[config.mk]
export PLATFORM = sky130hd
export DESIGN_NAME = ptc_pattern_control
export DESIGN_NICKNAME = d
export VERILOG_FILES = /design/src/design/ptc_pkg.sv /design/src/design/ptc_pattern_control.sv
export VERILOG_INCLUDE_DIRS = /design/src /design/src/design
export SDC_FILE = /design/constraint.sdc
export NUM_CORES = 1
export LEC_CHECK = 0
export CORE_MARGIN = 8
export CORE_UTILIZATION = 25
export DETAILED_ROUTE_END_ITERATION = 7
export DONT_BUFFER_PORTS = 1
export PLACE_DENSITY = 0.47
export SYNTH_ARGS = -nofsm -noshare
export SYNTH_HDL_FRONTEND = slang
export SYNTH_SLANG_ARGS = --single-unit
[constraint.sdc]
create_clock -name sys_clk_i -period 2.1 [get_ports sys_clk_i]
set_clock_uncertainty 0.05 [all_clocks]
set_input_delay 0.525 -clock sys_clk_i [delete_from_list [all_inputs] [get_ports sys_clk_i]]
set_output_delay 0.525 -clock sys_clk_i [all_outputs]
set_load 0.02 [all_outputs]
[src/design/ptc_consts.svh]
`ifndef PTC_CONSTS_SVH
`define PTC_CONSTS_SVH

// ----------------------------------------------------------------------------
// Pattern selection field of the pattern control word
// ----------------------------------------------------------------------------
`define PTC_SEL_MSB 15
`define PTC_SEL_LSB 13
`define PTC_SEL_NORMAL 3'h0
`define PTC_SEL_ALT 3'h1
`define PTC_SEL_DROOP 3'h2
`define PTC_SEL_IDLE 3'h3
`define PTC_CTRL_RESET 16'h0000

// ----------------------------------------------------------------------------
// Line symbol codes, two's complement: +1, -1 and 0
// ----------------------------------------------------------------------------
`define PTC_SYM_POS 2'h1
`define PTC_SYM_NEG 2'h3
`define PTC_SYM_ZERO 2'h0

// ----------------------------------------------------------------------------
// Droop block: ten positive then ten negative symbols
// ----------------------------------------------------------------------------
`define PTC_DROOP_HALF 5'h0a
`define PTC_DROOP_LAST 5'h13

// ----------------------------------------------------------------------------
// Timing
// ----------------------------------------------------------------------------
`define PTC_CLK_PERIOD_NS 100
`define PTC_PD_ENTRY_NS 400
`define PTC_GEN_GAP 4'hc

`endif

[src/design/ptc_pkg.sv]
package ptc_pkg;

	// Power-down handshake states.
	typedef enum logic [1:0] {PTC_PD_RUN, PTC_PD_ENTER, PTC_PD_DOWN} ptc_pd_type;

	// Transmit symbol source selected at power-down exit.
	typedef enum logic [2:0] {PTC_NORMAL, PTC_ALT, PTC_DROOP, PTC_IDLE, PTC_SILENT} ptc_mode_type;

	// Whole state of the pattern control block.
	typedef struct packed {
		ptc_pd_type pd;
		logic [2:0] pd_cnt;
		logic ready;
		ptc_mode_type mode;
		logic alt;
		logic [4:0] droop;
		logic [7:0] div;
		logic [1:0] sym;
		logic [7:0] ltxd;
		logic ltxen;
		logic [7:0] mrxd;
		logic mrxdv;
		logic gen_prev;
		logic gen_on;
		logic [15:0] gen_idx;
		logic [15:0] gen_frm;
		logic [3:0] gen_gap;
		logic gen_done;
		logic chk_in;
		logic chk_bad;
		logic [15:0] chk_idx;
		logic [15:0] chk_frm;
		logic [15:0] chk_err;
	} ptc_state_type;

endpackage

[src/design/ptc_pattern_control.sv]
// Summary of operation
// - Pattern mode one sends plus one, minus one, repeating forever.
// - Pattern mode two sends ten plus ones then ten minus ones, repeating.
// - Pattern mode three transmits as normal master data carrying only interframe idle.
// - Transmit-silence mode keeps paths running but forces every symbol to zero.
// - Pattern modes change only the symbols fed to the transmitter.
// - Selection field bits 15..13: codes 001, 010, 011 pick modes one to three.
// - Device flags power-down entry ready; host waits for it before configuring.
// - Setting transmit-silence enable during the power-down window selects silence mode if forced mode is on and autonegotiation off.
// - Clearing the power-down request exits power-down; the selected pattern starts only with forced mode on and autonegotiation off, else normal mode.
// - With far-end loopback on and the generator or diagnostic clock off, frames received on the line go back out.
// - Originating device sends generated frames and checks the looped-back frames.
// - Loopback with receive-suppress set keeps line data off the MAC side.
// - Enabled generator with diagnostic clock overrides MAC transmit data on the line.
`timescale 1ns/100ps
`default_nettype none
`include "ptc_consts.svh"

module ptc_pattern_control #(
	parameter logic [7:0] SYM_DIV = 8'h01,
	parameter logic [15:0] FG_LEN = 16'h0040,
	parameter logic [15:0] FG_FRAMES = 16'h0010
) (
	input wire logic sys_clk_i,
	input wire logic rst_b_i,
	input wire logic soft_powerdown_request_i,
	input wire logic autoneg_enable_i,
	input wire logic autoneg_forced_mode_i,
	input wire logic [15:0] tx_pattern_control_i,
	input wire logic tx_silence_enable_i,
	input wire logic far_end_loopback_enable_i,
	input wire logic far_end_loopback_rx_suppress_i,
	input wire logic diagnostic_clock_enable_i,
	input wire logic frame_gen_enable_i,
	input wire logic frame_check_enable_i,
	input wire logic [1:0] norm_sym_i,
	input wire logic [1:0] idle_sym_i,
	input wire logic [7:0] mac_txd_i,
	input wire logic mac_tx_en_i,
	input wire logic [7:0] line_rxd_i,
	input wire logic line_rx_dv_i,
	output logic soft_powerdown_ready_o,
	output logic [1:0] tx_sym_o,
	output logic [7:0] line_txd_o,
	output logic line_tx_en_o,
	output logic [7:0] mac_rxd_o,
	output logic mac_rx_dv_o,
	output logic frame_gen_done_o,
	output logic [15:0] check_frames_o,
	output logic [15:0] check_errors_o
);

	// --------------------------------------------------------------------------
	// Constants and decoding
	// --------------------------------------------------------------------------
	localparam int PD_CYC = (`PTC_PD_ENTRY_NS + `PTC_CLK_PERIOD_NS - 1) / `PTC_CLK_PERIOD_NS;

	// Maps the selection field and silence bit to a symbol source.
	function automatic ptc_pkg::ptc_mode_type mode_decode(input logic [2:0] sel, input logic silence);
		ptc_pkg::ptc_mode_type m;
		m = ptc_pkg::PTC_NORMAL;
		if (silence) begin
			m = ptc_pkg::PTC_SILENT;
		end else begin
			unique case (sel)
				`PTC_SEL_ALT: m = ptc_pkg::PTC_ALT;
				`PTC_SEL_DROOP: m = ptc_pkg::PTC_DROOP;
				`PTC_SEL_IDLE: m = ptc_pkg::PTC_IDLE;
				default: m = ptc_pkg::PTC_NORMAL;
			endcase
		end
		return m;
	endfunction

	ptc_pkg::ptc_state_type st_q;
	ptc_pkg::ptc_state_type st_d;
	logic sym_en;
	logic gen_sel;

	// Symbol slot pulse from the divider; the generator owns the line only with its clock enabled.
	assign sym_en = (st_q.div == 8'h00);
	assign gen_sel = frame_gen_enable_i && diagnostic_clock_enable_i;

	// --------------------------------------------------------------------------
	// Next-state logic
	// --------------------------------------------------------------------------
	// A single process builds the next state so that priorities stay readable in one place.
	always_comb begin
		st_d = st_q;
		// Symbol slot divider.
		if (st_q.div >= SYM_DIV - 8'h01) begin
			st_d.div = 8'h00;
		end else begin
			st_d.div = st_q.div + 8'h01;
		end

		// Power-down handshake; the mode is only taken on exit so a half-written setup never leaks out.
		unique case (st_q.pd)
			ptc_pkg::PTC_PD_RUN: begin
				if (soft_powerdown_request_i) begin
					st_d.pd = ptc_pkg::PTC_PD_ENTER;
					st_d.pd_cnt = 3'(PD_CYC);
				end
			end
			ptc_pkg::PTC_PD_ENTER: begin
				if (!soft_powerdown_request_i) begin
					st_d.pd = ptc_pkg::PTC_PD_RUN;
				end else if (st_q.pd_cnt <= 3'h1) begin
					st_d.pd = ptc_pkg::PTC_PD_DOWN;
					st_d.ready = 1'b1;
				end else begin
					st_d.pd_cnt = st_q.pd_cnt - 3'h1;
				end
			end
			ptc_pkg::PTC_PD_DOWN: begin
				if (!soft_powerdown_request_i) begin
					st_d.pd = ptc_pkg::PTC_PD_RUN;
					st_d.ready = 1'b0;
					st_d.alt = 1'b0;
					st_d.droop = 5'h00;
					// Test sources need forced mode with autonegotiation off; otherwise stay normal.
					if (autoneg_forced_mode_i && !autoneg_enable_i) begin
						st_d.mode = mode_decode(tx_pattern_control_i[`PTC_SEL_MSB:`PTC_SEL_LSB],
							tx_silence_enable_i);
					end else begin
						st_d.mode = ptc_pkg::PTC_NORMAL;
					end
				end
			end
		endcase

		// Symbol source; only the symbol value changes, framing paths run untouched.
		if (st_q.pd != ptc_pkg::PTC_PD_RUN) begin
			st_d.sym = `PTC_SYM_ZERO;
		end else if (sym_en) begin
			unique case (st_q.mode)
				ptc_pkg::PTC_ALT: begin
					st_d.sym = st_q.alt ? `PTC_SYM_NEG : `PTC_SYM_POS;
					st_d.alt = !st_q.alt;
				end
				ptc_pkg::PTC_DROOP: begin
					st_d.sym = (st_q.droop < `PTC_DROOP_HALF) ? `PTC_SYM_POS : `PTC_SYM_NEG;
					st_d.droop = (st_q.droop == `PTC_DROOP_LAST) ? 5'h00 : st_q.droop + 5'h01;
				end
				ptc_pkg::PTC_IDLE: st_d.sym = idle_sym_i;
				ptc_pkg::PTC_SILENT: st_d.sym = `PTC_SYM_ZERO;
				ptc_pkg::PTC_NORMAL: st_d.sym = norm_sym_i;
			endcase
		end

		// Frame generator: starts on the rising edge of its enable, ends after the frame count.
		st_d.gen_prev = gen_sel;
		if (!gen_sel) begin
			st_d.gen_on = 1'b0;
		end else if (!st_q.gen_prev) begin
			st_d.gen_on = 1'b1;
			st_d.gen_idx = 16'h0000;
			st_d.gen_frm = 16'h0000;
			st_d.gen_gap = 4'h0;
			st_d.gen_done = 1'b0;
		end else if (st_q.gen_on) begin
			if (st_q.gen_gap != 4'h0) begin
				st_d.gen_gap = st_q.gen_gap - 4'h1;
			end else if (st_q.gen_idx == FG_LEN - 16'h0001) begin
				st_d.gen_idx = 16'h0000;
				st_d.gen_gap = `PTC_GEN_GAP;
				st_d.gen_frm = st_q.gen_frm + 16'h0001;
				if (st_q.gen_frm == FG_FRAMES - 16'h0001) begin
					st_d.gen_on = 1'b0;
					st_d.gen_done = 1'b1;
				end
			end else begin
				st_d.gen_idx = st_q.gen_idx + 16'h0001;
			end
		end

		// Line transmit source: generator, then far-end echo, then MAC.
		if (gen_sel) begin
			st_d.ltxen = st_q.gen_on && (st_q.gen_gap == 4'h0);
			st_d.ltxd = st_q.gen_idx[7:0];
		end else if (far_end_loopback_enable_i) begin
			st_d.ltxen = line_rx_dv_i;
			st_d.ltxd = line_rxd_i;
		end else begin
			st_d.ltxen = mac_tx_en_i;
			st_d.ltxd = mac_txd_i;
		end

		// MAC receive side is silenced while the echo runs with suppression.
		if (far_end_loopback_enable_i && far_end_loopback_rx_suppress_i) begin
			st_d.mrxdv = 1'b0;
			st_d.mrxd = 8'h00;
		end else begin
			st_d.mrxdv = line_rx_dv_i;
			st_d.mrxd = line_rxd_i;
		end

		// Frame checker expects the generator's counting payload and a frame of full length.
		if (frame_check_enable_i) begin
			if (line_rx_dv_i) begin
				if (!st_q.chk_in) begin
					st_d.chk_in = 1'b1;
					st_d.chk_idx = 16'h0001;
					st_d.chk_bad = (line_rxd_i != 8'h00);
				end else begin
					st_d.chk_idx = st_q.chk_idx + 16'h0001;
					if (line_rxd_i != st_q.chk_idx[7:0]) begin
						st_d.chk_bad = 1'b1;
					end
				end
			end else if (st_q.chk_in) begin
				st_d.chk_in = 1'b0;
				st_d.chk_frm = st_q.chk_frm + 16'h0001;
				if (st_q.chk_bad || st_q.chk_idx != FG_LEN) begin
					st_d.chk_err = st_q.chk_err + 16'h0001;
				end
			end
		end else begin
			st_d.chk_in = 1'b0;
		end
	end

	// --------------------------------------------------------------------------
	// State register
	// --------------------------------------------------------------------------
	// Reset leaves the transmitter in normal mode with a zero symbol and both paths idle.
	always_ff @(posedge sys_clk_i or negedge rst_b_i) begin
		if (!rst_b_i) begin
			st_q <= '0;
		end else begin
			st_q <= st_d;
		end
	end

	assign soft_powerdown_ready_o = st_q.ready;
	assign tx_sym_o = st_q.sym;
	assign line_txd_o = st_q.ltxd;
	assign line_tx_en_o = st_q.ltxen;
	assign mac_rxd_o = st_q.mrxd;
	assign mac_rx_dv_o = st_q.mrxdv;
	assign frame_gen_done_o = st_q.gen_done;
	assign check_frames_o = st_q.chk_frm;
	assign check_errors_o = st_q.chk_err;
endmodule // ptc_pattern_control

`default_nettype wire

==> impl_metrics.csv, run 1 <==
group,metric,value,unit
timing,post-route-period-util,1.01,
synthesis,synth_top_area_share,0.471,
floorplanning,die-area,0.0318,mm²
floorplanning,num_rows,59,
job,drv_cap,0,
grt,gr-total-overflow,0,
status,outcome,"finished with violations",
place,place_inst,1007,
timing,fin_crit,2.11,ns
floorplanning,initial_core_util,0.253,
detailed_routing,avgRoutedWirePerCell,16.0,µm
synthesis,synth_area_per_cell,9.69,µm²
synthesis,synth_edf_count,0,
place,placed_area,0.00703,mm²
timing,rsz0062_at_grt,"true",
grt,grt_pass1_vias,4831,
timing,setup_viol,2,
synthesis,ys.flop_type,"dfrtp_1",
place,dp_hpwl,11700,µm
setup_path,startpoint_type,"flip-flop",
grt,grt_start_max_net_pins,125,
detailed_routing,drc,0,
synthesis,async_flop_share,1.00,
detailed_routing,viasPerCell,4.70,
synthesis,syn-num-nets,742,
detailed_routing,drt_iter0_drc,206,
synthesis,synthDistinctLibCells,59,
power_and_ir_drop,p_per_area,899,mW/mm²
timing,holdWs,-0.251,ns
setup_path,cp.required,2.32,ns
layout,fin_nets,762,
floorplanning,die_h,178,µm
synthesis,synth.cell_area,0.00659,mm²
clocking,cts_buffer_depth,2,
clocking,cts_buffers,17,
clocking,cts_num_sinks,124,
layout,areaGrowthSynthToFinish,21.4,%
clocking,cts-root-buf,"clkbuf_16",
timing,slew_viol_final,0,
status,violations,"negative hold slack, negative setup slack",
timing,worstMarginPinSlew,0.617,ns
floorplanning,die_w,178,µm
power_and_ir_drop,total_power,0.00719,W
grt,grt_pass1_wl,26400,µm
grt,grtUsageTotal,0.105,
grt,antenna_found_initial,2,
setup_path,critPathMaxFanout,5,
synthesis,ys_seq_area_frac,0.471,
setup_path,arrival,2.33,ns
synthesis,synth_seq_cells,124,
synthesis,synth_common_cells,"dfrtp_1, nand2_1, buf_4, o21ai_0, nor2_1",
timing,setup_ws,-0.0140,ns
floorplanning,pin_count,103,
clocking,insertion_delay,0.42,ns
place,portBuffers,0,
detailed_routing,num_vias,4928,
worst_hold_path,hp-class,"primary input to async pin",
detailed_routing,ant_nets,0,
setup_path,worstSetupPathType,"flip-flop to flip-flop",
clocking,htreeDepth,4,
synthesis,yosysTopAreaCell,"dfrtp_1",
layout,drive_above_1_share,0.210,
timing,max_slew_margin,0.584,
detailed_routing,drtPass1Iterations,4,
timing,hold_viol,124,
clocking,clk_pin_slew_worst_paths,0.06,ns
floorplanning,core_area,0.0260,mm²
layout,stdcell_area,0.00800,mm²
power_and_ir_drop,p_leak,3.45,nW
place,gp_congestion,0.783,
timing,clock.fmax,473,MHz
clocking,cts_tree,"done",
synthesis,synth_area_leaders,"dfrtp_1, buf_4, xnor2_1, o21ai_0, nand2_1",
synthesis,ys.warnings.count,0,
power_and_ir_drop,vdd_drop_max,553,µV
detailed_routing,routed_wl,16800,µm
synthesis,yosys.cell_count.top_type,"dfrtp_1",
setup_path,critPathCaptureType,"flip-flop",
synthesis,syn_inst,680,
layout,layout.cells.non_filler,1049,
==> layout make-up <==
type | instances | area [µm²]
Clock inverter | 14 | 194
Fill cell | 2678 | 18000
Inverter | 23 | 86.3
Sequential cell | 124 | 3100
Multi-Input combinational cell | 462 | 3170
Clock buffer | 18 | 439
Timing Repair Buffer | 72 | 581
Tap cell | 335 | 419
Antenna cell | 1 | 2.50
==> state kept, by name, summed over array words and instances, names as in the netlist, 2 cells and up <==
| name | flops |
|---|---|
| st_q | 70 |
| check_frames_o | 16 |
| line_txd_o | 8 |
| mac_rxd_o | 8 |
| check_errors_o | 16 |
| tx_sym_o | 2 |
==> cell usage in the layout, fill, tap and decap left out, drive strengths merged, types with 8 or more instances in the layout <==
cell type / netlist / final
a21oi: 23 / 23
a22o: 8 / 8
a31oi: 9 / 9
and2: 13 / 13
and3: 11 / 11
buf: 53 / 71
clkbuf: 19 / 19
dfrtp: 124 / 124
ha: 13 / 13
inv: 23 / 24
mux2i: 13 / 13
nand2: 63 / 63
nand3: 41 / 42
nand4: 16 / 16
nor2: 41 / 41
nor3: 12 / 12
nor4: 13 / 13
o21ai: 52 / 52
o31ai: 17 / 17
xnor2: 31 / 31
xor2: 22 / 22
==> power by group <==
group,switching (W),internal [W],total (W)
Clock,0.00113,0.00202,0.00315
Sequential,0.000362,0.00264,0.00300
Combinational,0.000556,0.000479,0.00103
==> path summary, 6_finish.rpt <==
check / from / to / slack [ns] / cells past startpoint
hold / removal: rst_b_i / check_errors_o[10]$_DFFE_PN0P_ / -0.25 / 0
max in group asynchronous: rst_b_i / line_tx_en_o$_DFF_PN0_ / 2.06 / 0
min in group sys_clk_i: soft_powerdown_request_i / st_q[131]$_DFFE_PN0P_ / 0.15 / 1
setup reg to reg: st_q[85]$_DFFE_PN0P_ / st_q[87]$_DFF_PN0_ / -0.01 / 6
hold reg to reg: st_q[122]$_DFF_PN0_ / st_q[122]$_DFF_PN0_ / 0.46 / 1
setup / recovery: st_q[85]$_DFFE_PN0P_ / st_q[87]$_DFF_PN0_ / -0.01 / 6
==> worst max-delay path, cell delays in order (launching register included) <==
cell     delay, ns
dfrtp_1       0.39
or4_4         0.56
nor4_4        0.30
buf_6         0.17
buf_4         0.15
nor4b_4       0.23
a31oi_1       0.11
==> per-layer routing <==
metal  part of all wire  vias up  track usage
met2               0.45       98        0.160
met5            0.00054        -            0
met4              0.022        2       0.0465
li1                   -     2411            -
met3              0.062       21       0.0294
met1               0.46     2396        0.137
==> repair_timing <==
item	CTS	global route
cloned	1	3
endpoints found under the hold margin	124	124
endpoints found under the setup margin	23	34
setup buffers	1	4
gates resized for setup	24	45
pin swaps	2	14
==> kinds of logic after synthesis <==
logic type	Yosys count	share of synthesized area
AND/OR/NAND/NOR	252	0.207
XOR/XNOR	53	0.0705
buffers and inverters	95	0.0836
flip-flops	124	0.471
multiplexers	15	0.0232
AO/OA/AOI/OAI	128	0.120
adder cells (fa/ha/maj)	13	0.0247
==> metrics by stage <==
stage | setup TNS (ns) | util | setup slack, ns
after detailed placement | -0.829 | 0.270 | -0.112
after global placement | -0.556 | 0.270 | -0.0657
after CTS | -0.244 | 0.298 | -0.0369
final | -0.0264 | 0.308 | -0.0140
after floorplan | 0 | - | 0.0292
after global routing | -1.18 | 0.308 | -0.105
No activity file was read; power rests on OpenSTA's default activity.
==> inputs of run 2 (changes only) <==
--- a/config.mk
+++ b/config.mk
@@ -6,8 +6,10 @@
 export SDC_FILE = /design/constraint.sdc
 export NUM_CORES = 1
 export LEC_CHECK = 0
+export ABC_CLOCK_PERIOD_IN_PS = 2100
 export CORE_MARGIN = 8
 export CORE_UTILIZATION = 25
+export CTS_BUF_LIST = sky130_fd_sc_hd__clkbuf_2 sky130_fd_sc_hd__clkbuf_4 sky130_fd_sc_hd__clkbuf_8
 export DETAILED_ROUTE_END_ITERATION = 7
 export DONT_BUFFER_PORTS = 1
 export PLACE_DENSITY = 0.47
==> run 2 against run 1 <==
The flow finishes with violations (negative hold slack). Wire length increased by 0.70%. Via count increased by 0.91%. First-iteration DRC count increased by 17%. Die area unchanged. Sequential power about the same. Fmax increased by 1.0%. Register-to-register slack improved by 0.02 ns. Non-clock buffer count increased by 6. Sequential cell count unchanged. Cell count increased by 0.57%. Total power decreased by 11%. Worst hold slack got worse by 0.030 ns. Largest power group is now sequential cells.
==> impl_metrics.csv, run 2 (synthesis results as in run 1) <==
group,metric,value,unit
timing,slew_viol_final,0,
detailed_routing,num_vias,4973,
clocking,insertion_delay,0.45,ns
timing,hold_viol,124,
detailed_routing,avgRoutedWirePerCell,16.0,µm
floorplanning,pin_count,103,
grt,grt_start_max_net_pins,125,
grt,gr-total-overflow,0,
detailed_routing,ant_nets,0,
timing,worstMarginPinSlew,0.723,ns
layout,top_register,"st_q",
place,placed_area,0.00703,mm²
grt,grt_util_met3,0.0284,
layout,fin_nets,769,
grt,grt.met1_usage,0.138,
timing,holdWs,-0.281,ns
layout,n_antenna_cell,0,
layout,drive_above_1_share,0.235,
clocking,cts_tree,"done",
status,outcome,"finished with violations",
grt,gr-usage-met2,0.162,
layout,final_common_cell,"dfrtp_1",
grt,antenna_found_initial,1,
grt,grtUsageTotal,0.105,
worst_hold_path,hp-class,"primary input to async pin",
timing,rsz0062_at_grt,"true",
clocking,cts_num_sinks,124,
detailed_routing,drtPass1Iterations,5,
clocking,clk_pin_slew_worst_paths,0.08,ns
timing,setup_viol,0,
layout,layout.cells.non_filler,1055,
power_and_ir_drop,vdd_drop_max,476,µV
layout,largest_reg_flops,70,
timing,clock.fmax,478,MHz
setup_path,cp.required,2.43,ns
layout,nFillCells,2679,
power_and_ir_drop,p_leak,3.40,nW
timing,max_slew_margin,0.513,
status,violations,"negative hold slack",
clocking,cts-root-buf,"clkbuf_8",
place,portBuffers,0,
clocking,cts_buffer_depth,2,
floorplanning,die-area,0.0318,mm²
place,dp_hpwl,11700,µm
detailed_routing,drt_iter0_drc,241,
timing,post-route-period-util,0.996,
grt,grt_pass1_vias,4838,
place,gp_congestion,0.783,
floorplanning,num_rows,59,
power_and_ir_drop,p_per_area,810,mW/mm²
floorplanning,die_h,178,µm
setup_path,critPathMaxFanout,5,
floorplanning,die_w,178,µm
setup_path,critPathCaptureType,"flip-flop",
setup_path,worstSetupPathType,"flip-flop to flip-flop",
clocking,htreeDepth,4,
floorplanning,initial_core_util,0.253,
clocking,cts_buffers,17,
place,place_inst,1007,
floorplanning,core_area,0.0260,mm²
grt,busiest_layer,"met2",
grt,grt_pass1_wl,26400,µm
detailed_routing,viasPerCell,4.71,
timing,fin_crit,2.09,ns
job,drv_cap,0,
layout,areaGrowthSynthToFinish,20.1,%
layout,stdcell_area,0.00791,mm²
detailed_routing,routed_wl,16900,µm
detailed_routing,drc,0,
layout,layout_common_cells,"dfrtp_1, buf_4, nand2_1, nor2_1, nand3_1",
setup_path,arrival,2.43,ns
setup_path,startpoint_type,"flip-flop",
==> run 2: what timing repair did <==
| action | CTS | global route |
|---|---|---|
| hold endpoints to repair | 124 | 124 |
| pin swaps | 3 | 29 |
| cloned | 3 | 2 |
| buffers inserted | 1 | 10 |
| endpoints found under the setup margin | 23 | 30 |
| resized for setup | 25 | 64 |
==> run 2: where the power goes <==
group | switching [W] | leakage [nW] | internal [W] | total, W
combinational | 0.000559 | 1.53 | 0.000486 | 0.00105
sequential | 0.000364 | 1.65 | 0.00263 | 0.00300
clock | 0.00104 | 0.219 | 0.00133 | 0.00237
==> run 2: layer usage <==
metal,part of all wire,vias to the layer above
li1,-,2423
met1,0.47,2419
met3,0.061,19
met5,0.00053,-
met4,0.013,2
met2,0.46,110
==> run 2: critical path: stages (launching register included) <==
cell and delay, ns:
dfrtp_1 0.38, or4_4 0.56, nor4_4 0.31, buf_6 0.18, nand4_1 0.11, or3b_1 0.39, nand2_1 0.07
==> run 2: worst paths after layout <==
path                                                from                              to  slack, ns  depth (start not counted)
max in group asynchronous                        rst_b_i          line_tx_en_o$_DFF_PN0_       2.10                          0
worst max register to register      st_q[80]$_DFFE_PN0P_            st_q[69]$_DFFE_PN0P_      0.008                          6
worst min-delay path                             rst_b_i  check_errors_o[10]$_DFFE_PN0P_      -0.28                          0
min in group sys_clk_i          soft_powerdown_request_i           st_q[131]$_DFFE_PN0P_       0.13                          1
worst min register to register       st_q[122]$_DFF_PN0_             st_q[122]$_DFF_PN0_       0.45                          1
worst max-delay path                st_q[80]$_DFFE_PN0P_            st_q[69]$_DFFE_PN0P_      0.008                          6
==> run 2: final cells by class <==
type                       instances  area (µm²)  area share
multi-input combinational        463        3240       0.409
sequential                       124        3100       0.392
timing repair buffer              78         623      0.0787
tap                              335         419      0.0530
clock buffer                      18         248      0.0313
clock inverter                    14         194      0.0245
inverter                          23        86.3      0.0109
==> run 2: per-stage QoR <==
stage,power [W],TNS (ns),util,setup WS [ns]
4_1_cts,0.00648,0,0.292,0.00369
3_3_place_gp,0.00404,-0.556,0.270,-0.0657
3_5_place_dp,0.00405,-0.829,0.270,-0.112
5_1_grt,0.00678,-1.01,0.305,-0.119
2_1_floorplan,0.00388,0,-,0.0292
6_report,0.00641,0,0.305,0.00750
==> inputs of run 3 (changes only) <==
--- a/config.mk
+++ b/config.mk
@@ -13,6 +13,7 @@
 export DETAILED_ROUTE_END_ITERATION = 7
 export DONT_BUFFER_PORTS = 1
 export PLACE_DENSITY = 0.47
+export REMOVE_ABC_BUFFERS = 1
 export SYNTH_ARGS = -nofsm -noshare
 export SYNTH_HDL_FRONTEND = slang
 export SYNTH_SLANG_ARGS = --single-unit
==> run 3 against run 2 <==
The run ends with negative hold slack, negative setup slack left. Global-route usage increased by 0.21 points. Total power fell by 5.1%. Register-to-register slack about the same. Largest cell class unchanged. Clock power fell by 14%. Worst hold slack gained 0.0024 ns. Clock-buffer cell count up 4. Sequential power about the same. Via count is 0.97% higher. Worst setup slack got worse by 0.011 ns. Die area unchanged. Cell count unchanged. Core utilization fell by 0.45 points.
==> impl_metrics.csv, run 3 (synthesis results as in run 1) <==
group,metric,value,unit
grt,grt_util_met3,0.0387,
grt,gr-usage-met2,0.154,
status,outcome,"finished with violations",
floorplanning,die-area,0.0318,mm²
clocking,cts-root-buf,"clkbuf_8",
power_and_ir_drop,combPwrFrac,0.174,
layout,stdcell_area,0.00780,mm²
timing,setup_viol,1,
setup_path,slowest_stage,"or4bb_4",
layout,fin_nets,769,
setup_path,critical_path_buf_inv_count,1,
layout,layout_common_cells,"dfrtp_1, buf_4, nand2_1, nor2_1, nand3_1",
timing,max_slew_margin,0.611,
floorplanning,num_rows,59,
floorplanning,initial_core_util,0.253,
power_and_ir_drop,clockPowerShare,0.336,
grt,gr-total-overflow,0,
power_and_ir_drop,p_switching,0.00199,W
floorplanning,die_h,178,µm
layout,n_antenna_cell,0,
clocking,insertion_delay,0.44,ns
detailed_routing,viasPerCell,4.76,
power_and_ir_drop,p_leak,3.36,nW
detailed_routing,num_vias,5021,
power_and_ir_drop,p_int,0.00410,W
setup_path,worstSetupPathType,"flip-flop to flip-flop",
timing,holdWs,-0.278,ns
detailed_routing,ant_nets,0,
power_and_ir_drop,switching_share,0.326,
setup_path,critPathMaxFanout,5,
timing,rsz0062_at_grt,"true",
clocking,clk_pin_slew_worst_paths,0.09,ns
setup_path,startpoint,"st_q[71]$_DFFE_PN0P_",
layout,largest_reg_flops,70,
floorplanning,die_w,178,µm
worst_hold_path,hp-class,"primary input to async pin",
setup_path,arrival,2.42,ns
floorplanning,core_area,0.0260,mm²
detailed_routing,avgRoutedWirePerCell,16.3,µm
timing,setup_tns,-0.00385,ns
job,drv_cap,0,
setup_path,cp.required,2.42,ns
grt,grt_start_max_net_pins,125,
timing,clock.fmax,475,MHz
setup_path,startpoint_type,"flip-flop",
floorplanning,pin_count,103,
detailed_routing,drt_iter0_drc,353,
timing,fin_crit,2.10,ns
setup_path,crit_chain,"ha_2, or4bb_4, nor4_4, buf_6, nand4_1, or3b_1, nand2_1",
place,portBuffers,0,
clocking,htreeDepth,4,
power_and_ir_drop,p_per_area,781,mW/mm²
grt,antenna_found_initial,1,
detailed_routing,drc,0,
clocking,cts_tree,"done",
grt,grtUsageTotal,0.107,
clocking,cts_num_sinks,124,
timing,hold_viol,124,
setup_path,critPathMaxStageDelay,0.55,ns
timing,worstMarginPinSlew,0.579,ns
place,dp_hpwl,12000,µm
grt,grt_pass1_vias,4818,
layout,areaGrowthSynthToFinish,18.4,%
layout,drive_above_1_share,0.229,
setup_path,critical_path.top_delay_family,"simple AND/OR/NAND/NOR gates",
layout,final_common_cell,"dfrtp_1",
timing,setup_ws,-0.00385,ns
place,gp_congestion,0.770,
place,placed_area,0.00706,mm²
grt,grt.met1_usage,0.148,
setup_path,timing.rr.start,"st_q[71]$_DFFE_PN0P_",
power_and_ir_drop,vdd_drop_max,419,µV
grt,busiest_layer,"met2",
clocking,cts_buffers,17,
status,violations,"negative hold slack, negative setup slack",
power_and_ir_drop,p_seq_frac,0.490,
grt,grt_pass1_wl,26700,µm
layout,top_register,"st_q",
clocking,cts_buffer_depth,2,
timing,slew_viol_final,0,
detailed_routing,drtPass1Iterations,4,
detailed_routing,routed_wl,17200,µm
timing,post-route-period-util,1.00,
setup_path,critPathCaptureType,"flip-flop",
-- run 3: cell count changes in the layout (fill, tap and decap cells not counted), moves of 2 or more --
cell / previous run / this run
buf_4: 69 / 71
bufinv_16: 4 / 0
inv_6: 1 / 4
o31ai_1: 4 / 6
o31ai_2: 10 / 8
clkinv_2: 3 / 1
o21ai_0: 32 / 35
o21ai_1: 7 / 5
clkbuf_8: 18 / 21
-- run 3: timing repair --
| item | CTS | global route |
|---|---|---|
| setup endpoints to repair | 25 | 37 |
| pin swaps | 3 | 20 |
| endpoints found under the hold margin | 124 | 124 |
| gates cloned | 0 | 3 |
| resized for setup | 20 | 59 |
| setup buffers | 2 | 6 |
-- run 3: worst paths after layout --
check                                                end  depth (start not counted)  slack [ns]
min reg2reg                          st_q[122]$_DFF_PN0_                          1        0.45
max in group asynchronous           st_q[67]$_DFFE_PN0P_                          0        2.02
max                                 st_q[69]$_DFFE_PN0P_                          7      -0.004
max reg2reg                         st_q[69]$_DFFE_PN0P_                          7      -0.004
min in group sys_clk_i             st_q[131]$_DFFE_PN0P_                          1        0.14
min                        check_errors_o[5]$_DFFE_PN0P_                          0       -0.28
-- run 3: power groups by stage --
stage	Sequential, W	Clock (W)	Combinational, W
2_1_floorplan	0.00303	0	0.000684
3_3_place_gp	0.00303	0	0.00102
3_5_place_dp	0.00303	0	0.00104
4_1_cts	0.00299	0.00212	0.00104
5_1_grt	0.00303	0.00223	0.00121
6_report	0.00298	0.00204	0.00106
-- run 3: final cells by class --
class	instances	area (µm²)
Tap cell	335	419
Fill cell	2735	18200
Multi-Input combinational cell	462	3190
Clock inverter	10	81.3
Inverter	23	86.3
Sequential cell	124	3100
Timing Repair Buffer	79	617
Clock buffer	22	297
-- run 3: worst register-to-register path: stages, from the launching register on --
cell     delay, ns
dfrtp_1       0.36
ha_2          0.18
or4bb_4       0.55
nor4_4        0.17
buf_6         0.18
nand4_1       0.13
or3b_1        0.37
nand2_1       0.07
-- run 3: per-layer routing --
layer  up-vias  part of all wire
li1       2420                 -
met3        11             0.076
met2       110              0.44
met1      2478              0.47
met5         -           0.00075
met4         2            0.0097
-- run 3: through the flow --
stage	setup slack, ns	power, W	utilization	instances
after floorplan	-0.450	0.00371	-	608
after global placement	-0.105	0.00405	0.272	1012
after detailed placement	-0.0832	0.00407	0.272	1012
after CTS	-0.0151	0.00615	0.288	1046
after global routing	-0.105	0.00647	0.300	1055
final	-0.00385	0.00609	0.300	1055
